**src/common/dbm_pkg.sv**
```systemverilog
// Purpose: shared constants for the data breakpoint match and execution control block
// Assumes: debug control register numbers are 5 bits wide
// Notes: operand size encoding on the bus observation port is local to this block
package dbm_pkg;

  // ***************************************
  // debug control register numbers
  // ***************************************
  localparam logic [4:0] REG_PATTERN_A = 5'h0E;
  localparam logic [4:0] REG_MASK_A = 5'h0F;
  localparam logic [4:0] REG_PATTERN_B = 5'h1E;
  localparam logic [4:0] REG_MASK_B = 5'h1F;

  // ***************************************
  // operand size encoding
  // ***************************************
  localparam logic [1:0] SIZE_LONG = 2'h0;
  localparam logic [1:0] SIZE_BYTE = 2'h1;
  localparam logic [1:0] SIZE_WORD = 2'h2;

  // ***************************************
  // timing
  // ***************************************
  // extra cycles added after every instruction in serial execution
  localparam int SERIAL_EXTRA_CYC = 5;
  localparam logic [2:0] GAP_LOAD = 3'(SERIAL_EXTRA_CYC - 1);

  // read data shown for registers that cannot be read back
  localparam logic [31:0] RD_NONE = 32'h0000_0000;

  typedef enum logic [1:0] {ST_RUN, ST_BUSY, ST_GAP, ST_HALT} dbm_state_t;

endpackage

```
**src/dbm_data_match.sv**
```systemverilog
// Contract
// - serial bit set runs one instruction at once
// - serial mode disables folding, adds five cycles
// - pc breakpoint reported before its instruction executes
// - serial mode reports address/data triggers precisely
// - step bit halts after every instruction
// - resume while halted runs exactly one instruction
// - two 32-bit patterns compared with bus data
// - mask bit one ignores that bit position
// - register numbers 0E, 1E patterns, 0F, 1F masks
// - patterns read/write via port; masks write-only
// - byte operand lane chosen by address bits
// - words by address bit one, longword all lanes
//
// Purpose: data breakpoint comparators plus serial and single-step execution control
// Assumes: all inputs synchronous to clk; core gives one instrDone per granted instruction
// Notes: patterns and masks have no reset value; load them before enabling a match
`timescale 1ns/1ps
module dbm_data_match
  import dbm_pkg::*;
(
  input wire logic clk,
  input wire logic srst,
  // supervisor debug write instruction
  input wire logic instrWrEn,
  input wire logic [4:0] instrRegNum,
  input wire logic [31:0] instrWrData,
  // background debug port register commands
  input wire logic portWrEn,
  input wire logic portRdEn,
  input wire logic [4:0] portRegNum,
  input wire logic [31:0] portWrData,
  output logic portRdAck_r,
  output logic [31:0] portRdData_r,
  // local bus observation
  input wire logic busValid,
  input wire logic [1:0] busAddr,
  input wire logic [1:0] busSize,
  input wire logic [31:0] busData,
  // size conditions enabled by the trigger definition logic
  input wire logic trigEnLong,
  input wire logic trigEnWordUpper,
  input wire logic trigEnWordLower,
  input wire logic [3:0] trigEnByte,
  output logic [1:0] dataMatch_r,
  // execution control bits from the config/status register
  input wire logic serialExecSelect,
  input wire logic stepHaltEnable,
  // core handshake
  input wire logic issueReq,
  input wire logic instrDone,
  input wire logic pcBpHit,
  input wire logic resumeCmd,
  output logic issueGrant_r,
  output logic foldDisable_r,
  output logic pcTrigReport_r,
  output logic halted_r
);

  // ***************************************
  // register file
  // ***************************************
  logic [31:0] pattern_r [2];
  logic [31:0] pattern_nxt [2];
  logic [31:0] mask_r [2];
  logic [31:0] mask_nxt [2];
  logic portRdAck_nxt;
  logic [31:0] portRdData_nxt;
  logic wrEn;
  logic [4:0] wrNum;
  logic [31:0] wrData;

  always_comb begin
    // the port wins over the instruction if both write in one cycle
    wrEn = portWrEn | instrWrEn;
    wrNum = portWrEn ? portRegNum : instrRegNum;
    wrData = portWrEn ? portWrData : instrWrData;
    pattern_nxt = pattern_r;
    mask_nxt = mask_r;
    if (wrEn) begin
      case (wrNum)
        REG_PATTERN_A: pattern_nxt[0] = wrData;
        REG_PATTERN_B: pattern_nxt[1] = wrData;
        REG_MASK_A: mask_nxt[0] = wrData;
        REG_MASK_B: mask_nxt[1] = wrData;
        default: begin
        end
      endcase
    end
    portRdAck_nxt = portRdEn;
    case (portRegNum)
      REG_PATTERN_A: portRdData_nxt = pattern_r[0];
      REG_PATTERN_B: portRdData_nxt = pattern_r[1];
      default: portRdData_nxt = RD_NONE;
    endcase
    if (!portRdEn) begin
      portRdData_nxt = portRdData_r;
    end
  end

  // patterns and masks are left uninitialized by reset
  always_ff @(posedge clk) begin
    pattern_r <= pattern_nxt;
    mask_r <= mask_nxt;
  end

  always_ff @(posedge clk) begin
    if (srst) begin
      portRdAck_r <= 1'b0;
      portRdData_r <= RD_NONE;
    end else begin
      portRdAck_r <= portRdAck_nxt;
      portRdData_r <= portRdData_nxt;
    end
  end

  // ***************************************
  // operand lanes and comparators
  // ***************************************
  logic [31:0] laneBits;
  logic sizeOk;
  logic [1:0] dataMatch_nxt;

  always_comb begin
    laneBits = 32'h0000_0000;
    sizeOk = 1'b0;
    case (busSize)
      SIZE_BYTE: begin
        case (busAddr)
          2'h0: laneBits = 32'hFF00_0000;
          2'h1: laneBits = 32'h00FF_0000;
          2'h2: laneBits = 32'h0000_FF00;
          default: laneBits = 32'h0000_00FF;
        endcase
        sizeOk = trigEnByte[2'h3 - busAddr];
      end
      SIZE_WORD: begin
        laneBits = busAddr[1] ? 32'h0000_FFFF : 32'hFFFF_0000;
        sizeOk = busAddr[1] ? trigEnWordLower : trigEnWordUpper;
      end
      SIZE_LONG: begin
        laneBits = 32'hFFFF_FFFF;
        sizeOk = trigEnLong;
      end
      default: begin
      end
    endcase
  end

  for (genvar i = 0; i < 2; i++) begin : g_cmp
    // mask bit one drops the position from the compare
    assign dataMatch_nxt[i] = busValid && sizeOk &&
      (((busData ^ pattern_r[i]) & ~mask_r[i] & laneBits) == 32'h0000_0000);
  end

  always_ff @(posedge clk) begin
    if (srst) begin
      dataMatch_r <= 2'h0;
    end else begin
      dataMatch_r <= dataMatch_nxt;
    end
  end

  // ***************************************
  // execution control
  // ***************************************
  dbm_state_t state_r;
  dbm_state_t state_nxt;
  logic [2:0] gapCnt_r;
  logic [2:0] gapCnt_nxt;
  logic issueGrant_nxt;
  logic pcTrigReport_nxt;

  always_comb begin
    state_nxt = state_r;
    gapCnt_nxt = gapCnt_r;
    issueGrant_nxt = 1'b0;
    // a pc hit holds back the issue so it is seen before the instruction runs
    pcTrigReport_nxt = pcBpHit && issueReq;
    case (state_r)
      ST_RUN: begin
        if (issueReq && !pcBpHit) begin
          issueGrant_nxt = 1'b1;
          if (serialExecSelect || stepHaltEnable) begin
            state_nxt = ST_BUSY;
          end
        end
      end
      ST_BUSY: begin
        if (instrDone) begin
          if (serialExecSelect) begin
            state_nxt = ST_GAP;
            gapCnt_nxt = GAP_LOAD;
          end else if (stepHaltEnable) begin
            state_nxt = ST_HALT;
          end else begin
            state_nxt = ST_RUN;
          end
        end
      end
      ST_GAP: begin
        if (gapCnt_r == 3'h0) begin
          state_nxt = stepHaltEnable ? ST_HALT : ST_RUN;
        end else begin
          gapCnt_nxt = gapCnt_r - 3'h1;
        end
      end
      ST_HALT: begin
        // register commands stay serviced while halted
        if (resumeCmd) begin
          state_nxt = ST_RUN;
        end
      end
      default: state_nxt = ST_RUN;
    endcase
  end

  always_ff @(posedge clk) begin
    if (srst) begin
      state_r <= ST_RUN;
      gapCnt_r <= 3'h0;
      issueGrant_r <= 1'b0;
      pcTrigReport_r <= 1'b0;
      foldDisable_r <= 1'b0;
      halted_r <= 1'b0;
    end else begin
      state_r <= state_nxt;
      gapCnt_r <= gapCnt_nxt;
      issueGrant_r <= issueGrant_nxt;
      pcTrigReport_r <= pcTrigReport_nxt;
      foldDisable_r <= serialExecSelect;
      halted_r <= (state_nxt == ST_HALT);
    end
  end
endmodule

```
**config.mk**
```make
export PLATFORM = sky130hd
export DESIGN_NAME = dbm_data_match
export DESIGN_NICKNAME = d
export VERILOG_FILES = /design/src/common/dbm_pkg.sv /design/src/dbm_data_match.sv
export SDC_FILE = /design/constraint.sdc
export NUM_CORES = 1
export LEC_CHECK = 0
export BUFFER_PORTS_ARGS = -buffer_cell sky130_fd_sc_hd__buf_2
export CORE_ASPECT_RATIO = 1.1
export CORE_MARGIN = 5
export CORE_UTILIZATION = 58
export DETAILED_ROUTE_END_ITERATION = 7
export PLACE_DENSITY = 0.85
export SLEW_MARGIN = 30
export SYNTH_ARGS = -nofsm -noshare
export SYNTH_HDL_FRONTEND = slang
export SYNTH_SLANG_ARGS = --single-unit
```
**constraint.sdc**
```tcl
create_clock -name clk -period 7.65 [get_ports clk]
set_input_delay 0 -clock clk [delete_from_list [all_inputs] [get_ports clk]]
set_output_delay 0 -clock clk [all_outputs]
set_load 0.01 [all_outputs]
```
== Word level (Yosys, flattened, before mapping) ==
Index checks and enable logic that the tools add are counted.

* Bits in registers: 172
* Input bits: 129
* Output and inout bits: 39
* Logic and storage cells: 86

* Reductions and logical operators: 20
* Equality and inequality tests: 17
* Mux-type cells: 23
* Add/subtract/negate cells: 2
* Bitwise logic cells: 10
* Order comparisons: 1

{| class="wikitable"
|+ Operators by type and width
! cell !! count
|-
| 32-bit one-hot mux with 3 select lines || 2
|-
| 32-bit bitwise AND || 4
|-
| 32-bit zero test || 2
|-
| 32-bit two-way mux || 2
|-
| 32-bit inverter || 2
|-
| 32-bit one-hot mux with 2 select lines || 1
|-
| 32-bit bitwise XOR || 2
|-
| 5-bit by 4-bit equality test with 1-bit output (second input constant) || 3
|-
| 5-bit equality test (second input constant) || 3
|-
| 2-bit two-way mux || 7
|-
| 2-bit equality test (second input constant) || 5
|-
| 3-bit two-way mux || 3
|-
| 2-bit one-hot mux with 4 select lines || 1
|-
| 2-bit AND reduction || 4
|-
| 2-bit by 1-bit equality test with 1-bit output (second input constant) || 3
|-
| 2-bit zero test || 3
|-
| 2-bit inequality test (second input constant) || 3
|-
| 3-bit one-hot mux with 2 select lines || 1
|-
| 1-bit logical AND || 5
|-
| 5-bit two-way mux || 1
|-
| 4-bit AND reduction || 1
|-
| 3-bit zero test || 1
|-
| 2-bit by 3-bit < comparator with 1-bit output (second input constant) || 1
|-
| 1-bit two-way mux || 3
|-
| 10 further kinds || 10
|}

== Longest topological paths before layout ==
* Depth after elaboration: 6
* Depth in mapped cells: 7
* Gate-level depth less buffers: 7

== Least setup slack after synthesis ==
OpenSTA, ideal clock, no wires.

* Path kind: input to register
* From: in portWrEn
* To: reg mask_r[0] (netlist name) (enable)
* Setup slack: 5.048 ns
* Data arrival time: 2.170 ns
* Stages: 4
* Library setup time: 0.432 ns
* Path through: clkbuf_1 -> clkbuf_1 -> nand3_1 -> a21oi_1

* Cells in the longest elaborated chain, start to end: 3

{| class="wikitable"
|+ RTL lines
! what !! RTL line !! source
|-
| start, declared || dbm_data_match.sv:29 || <nowiki>input wire logic portWrEn,</nowiki>
|-
| 5-bit two-way mux || dbm_data_match.sv:76 || <nowiki>wrNum = portWrEn ? portRegNum : instrRegNum;</nowiki>
|-
| 5-bit equality test || dbm_data_match.sv:81 || <nowiki>case (wrNum)</nowiki>
|-
| 2-bit AND reduction (no source line) (*) || - ||
|-
| end signal, assigned || dbm_data_match.sv:104 || <nowiki>mask_r <= mask_nxt;</nowiki>
|-
| end, declared || dbm_data_match.sv:65 || <nowiki>logic [31:0] mask_r [2];</nowiki>
|}

Every way passes the cells marked *; elsewhere a longest branch is shown, timed or not.
A chain may end at the register's enable or synchronous reset.

== Worst setup path in the final report ==
* From: reg pattern_r[61] (netlist name)
* To: reg dataMatch_r[0]

* Cells in the longest elaborated chain, start to end: 5

{| class="wikitable"
|+ RTL lines
! what !! RTL line !! source
|-
| start, declared || dbm_data_match.sv:63 || <nowiki>logic [31:0] pattern_r [2];</nowiki>
|-
| start signal, assigned || dbm_data_match.sv:103 || <nowiki>pattern_r <= pattern_nxt;</nowiki>
|-
| 32-bit bitwise XOR || dbm_data_match.sv:153 || <nowiki>(((busData ^ pattern_r[i]) & ~mask_r[i] & laneBits) == 32'h0000_0000);</nowiki>
|-
| 32-bit bitwise AND (2 in series) || dbm_data_match.sv:153 ||
|-
| 32-bit zero test || dbm_data_match.sv:153 ||
|-
| 1-bit logical AND || dbm_data_match.sv:152 || <nowiki>assign dataMatch_nxt[i] = busValid && sizeOk &&</nowiki>
|-
| end signal, assigned || dbm_data_match.sv:160 || <nowiki>dataMatch_r <= dataMatch_nxt;</nowiki>
|-
| end, declared || dbm_data_match.sv:45 || <nowiki>output logic [1:0] dataMatch_r,</nowiki>
|}

No other way between the ends.

==> Implementation_results.wiki <==
{| class="wikitable"
! Metric !! Value
|-
| Max Root-Sink Buffers || 2
|-
| Flop and latch count out of synthesis || 172
|-
| CP top delay family || simple AND/OR/NAND/NOR gates
|-
| Number of warning messages in the yosys log || 0
|-
| Worst-case vdd ir drop || 0.142 mV
|-
| Class of the most critical setup path || reg2reg
|-
| Slowest cell on crit path || sky130_fd_sc_hd__nor4_1
|-
| Total power per unit cell area || 219 mW/mm2
|-
| Clock-pin slew reported for the worst setup and hold paths after clock tree synthesis || 0.06 ns
|-
| Number of antenna violations at the first check in global routing || 0
|-
| Min-Delay Path Depth || 3
|-
| Sequential element share of the synthesized area || 66.3%
|-
| Minimum clock period || 1.85 ns
|-
| R2R cell count || 5
|-
| Pre-Repair DR Iteration Count || 5
|-
| Post-placement worst setup slack || 5.38 ns
|-
| Height of the die || 126 um
|-
| Final setup vio count || 0
|-
| Slew HR || 44.7%
|-
| Worst Path Arrival || 2.18 ns
|-
| Leading cell type in the layout, fill and taps excluded || sky130_fd_sc_hd__buf_2
|-
| Ys flop type || sky130_fd_sc_hd__edfxtp_1
|-
| Cell breakdown of the critical path || xnor2_1, o22ai_1, nor4_1, o2111ai_1, nor2_1
|-
| Combinational share of power || 10.3%
|-
| Pin slew with the least headroom to its limit || 0.829 ns
|-
| Total net switching power || 0.451 mW
|-
| Cell at the root of the clock tree || sky130_fd_sc_hd__clkbuf_16
|-
| Number of slew-limit violations in the final report || 0
|-
| Status || finished clean
|-
| Launch instance of the worst min-delay path || stepHaltEnable
|-
| Number of fill cells || 649
|-
| Post-route ant nets || 0
|-
| Die Area || 0.0146 mm2
|-
| HPWL after DPL || 11.9 mm
|-
| Syn nets || 639
|-
| Standard-cell rows || 42
|-
| Final Hold Viols || 0
|-
| Remaining DRCs || 0
|-
| Required time of the critical path || 7.98 ns
|-
| MaxCap Viol Count || 0
|-
| Worst hold path type || in2reg
|-
| Setup repair after global routing missed its margin || no
|-
| Crit path max fanout || 2
|-
| Int Power || 1.62 mW
|-
| First-pass GRT wire length || 29.0 mm
|-
| Bufs and invs on worst path || 0
|-
| Count of inserted antenna diode cells || 0
|-
| CP endpoint kind || flop
|-
| Worst path setup slack after routing || 5.80 ns
|-
| Vias per cell || 5.92
|-
| Synth-to-layout area growth || 32.8%
|-
| Detailed-route wire length || 19.2 mm
|-
| Critical Path Source Type || flop
|-
| Number of global-route vias before repair || 5,529
|-
| Number of H-tree levels || 4
|-
| Number of enable flip-flop cells after synthesis || 128
|-
| Synthesized netlist cell count || 508
|-
| Number of nets in the layout || 881
|-
| Reg-to-Reg Start || pattern_r[61]$_DFFE_PP_
|-
| Count of distinct cell types in the synthesized netlist || 45
|-
| Clock Power Share || 39.2%
|-
| Final setup skew || 0.00664 ns
|-
| Fraction of layout cells with a size suffix above 1 || 31.7%
|-
| Number of buffers inserted by port buffering || 167
|-
| Number of buffers inserted during clock tree synthesis || 17
|-
| Wirelength per Cell || 20.9 um
|-
| Detailed-route via count || 5,433
|-
| Leading cell types in the layout, fill and taps excluded || sky130_fd_sc_hd__buf_2 (166), sky130_fd_sc_hd__edfxtp_1 (128), sky130_fd_sc_hd__dlygate4sd3_1 (71)
|-
| Insertion delay of the later-clocked pin in the worst-skew pair || 0.42 ns
|-
| Initial standard-cell utilization of the core || 59.2%
|-
| Mean Syn Cell Area || 14.0 um2
|-
| RD Place Congestion || 0.835
|-
| Switching Fraction || 21.8%
|-
| Total stage count of the critical path || 5
|-
| Clock sink total || 172
|-
| Upper clock frequency limit || 0.542 GHz
|-
| Floorplan die width || 116 um
|-
| Floorplan core area || 0.0120 mm2
|-
| TritonCTS clock tree || yes
|-
| Synthesized cell area || 0.00713 mm2
|-
| Post-route fraction of the period consumed by the critical path || 24.1%
|-
| Leakage power || 3.42 nW
|-
| Count of boundary I/O pins || 168
|-
| Total Routing Usage GR || 26.2%
|-
| Critical path launch point || pattern_r[61]$_DFFE_PP_
|-
| Final setup TNS || 0 ns
|-
| Total congestion overflow after global routing || 0
|-
| Share of synthesized flip-flops with an asynchronous set or reset || 0%
|-
| Detailed Route Iter0 Violations || 469
|-
| Part of the power in registers || 50.5%
|-
| Pin count of the biggest net entering global routing || 66
|-
| Largest stage delay on the critical path || 0.49 ns
|}
worst paths after layout:
kind	to	slack (ns)
max	dataMatch_r[0]$_SDFF_PP0_	5.80
min	state_r[1]$_SDFF_PP0_	0.06
max reg2reg	dataMatch_r[0]$_SDFF_PP0_	5.80
min reg2reg	gapCnt_r[0]$_SDFFE_PP0P_	0.47
metrics by stage:
| step | util [%] | total power [mW] | instances | instance area, um2 | hold WS (ns) |
|---|---|---|---|---|---|
| 2_1_floorplan | - | 1.16 | 508 | 7130 | 0.0778 |
| 3_3_place_gp | 67.4 | 1.23 | 808 | 8110 | 0.203 |
| 3_5_place_dp | 67.6 | 1.24 | 809 | 8130 | 0.209 |
| 4_1_cts | 78.0 | 2.06 | 912 | 9390 | 0.0591 |
| 5_1_grt | 78.6 | 2.14 | 917 | 9460 | 0.117 |
| 6_report | 78.6 | 2.07 | 917 | 9460 | 0.0639 |
synth_stat cells, types with 3 or more instances:
cell,n,area share (%)
sky130_fd_sc_hd__nand2_1,7,0.37
sky130_fd_sc_hd__o41ai_1,6,0.74
sky130_fd_sc_hd__dfxtp_1,44,12
sky130_fd_sc_hd__a31oi_1,3,0.26
sky130_fd_sc_hd__clkbuf_1,10,0.53
sky130_fd_sc_hd__o22ai_1,32,2.8
sky130_fd_sc_hd__buf_4,3,0.32
sky130_fd_sc_hd__nor2b_1,6,0.53
sky130_fd_sc_hd__a21oi_1,9,0.63
sky130_fd_sc_hd__nor2_1,43,2.3
sky130_fd_sc_hd__xnor2_1,64,7.9
sky130_fd_sc_hd__nor4_1,3,0.26
sky130_fd_sc_hd__buf_1,7,0.37
sky130_fd_sc_hd__a22oi_1,32,3.4
sky130_fd_sc_hd__buf_2,4,0.28
sky130_fd_sc_hd__mux2_2,32,5.1
sky130_fd_sc_hd__a211oi_1,33,3.5
sky130_fd_sc_hd__edfxtp_1,128,54
sky130_fd_sc_hd__inv_1,7,0.37
sky130_fd_sc_hd__o21ai_0,3,0.21
area by class of cell:
cell class | count | area [um2] | share of cell area, %
Multi-Input combinational cell | 304 | 2310 | 24.4
Inverter | 8 | 30.0 | 0.317
Clock buffer | 24 | 452 | 4.77
Sequential cell | 172 | 4720 | 49.9
Timing Repair Buffer | 247 | 1660 | 17.5
Clock inverter | 8 | 95.1 | 1.01
Tap cell | 154 | 193 | 2.04
state kept, by name, summed over array words and instances (netlist names):
name / count
mask_r: 64
foldDisable_r: 1
dataMatch_r: 2
portRdAck_r: 1
state_r: 2
gapCnt_r: 3
halted_r: 1
pattern_r: 64
pcTrigReport_r: 1
issueGrant_r: 1
portRdData_r: 32
metal layers:
metal	share of wire (%)	routed length (um)	track usage, %
met1	35	6750	30.2
met3	8.0	1530	5.09
met2	53	10200	46.5
met4	3.5	679	12.2
met5	0	0	0
kinds of logic (layout without fill, tap and decap cells):
group	after synthesis	in the layout	synth area share, %
AND/OR/NAND/NOR	77	77	5.48
multiplexers	34	34	5.51
AO/OA/AOI/OAI	127	127	12.6
buffers and inverters	32	287	1.91
XOR/XNOR	64	64	7.87
adder cells (fa/ha/maj)	2	2	0.351
flip-flops	172	172	66.3
repair_timing:
item	4_1_cts	5_1_grt
hold buffers	71	0
setup buffers	0	0
resized for setup	0	0
hold endpoints to repair	135	0
worst min-delay path, delay by kind of cell:
| kind | cells | cell delay (ns) |
|---|---|---|
| compound gates | 2 | 0.31 |
| buf+inv | 1 | 0.12 |
power groups by stage:
| stage | clock (mW) | sequential (mW) | combinational (mW) |
|---|---|---|---|
| floorplan | 0 | 1.07 | 0.0890 |
| global placement | 0 | 1.06 | 0.165 |
| detailed placement | 0 | 1.06 | 0.171 |
| CTS | 0.808 | 1.05 | 0.207 |
| global route | 0.859 | 1.05 | 0.230 |
| finish | 0.812 | 1.05 | 0.213 |
No activity file was read; power rests on OpenSTA's default activity.
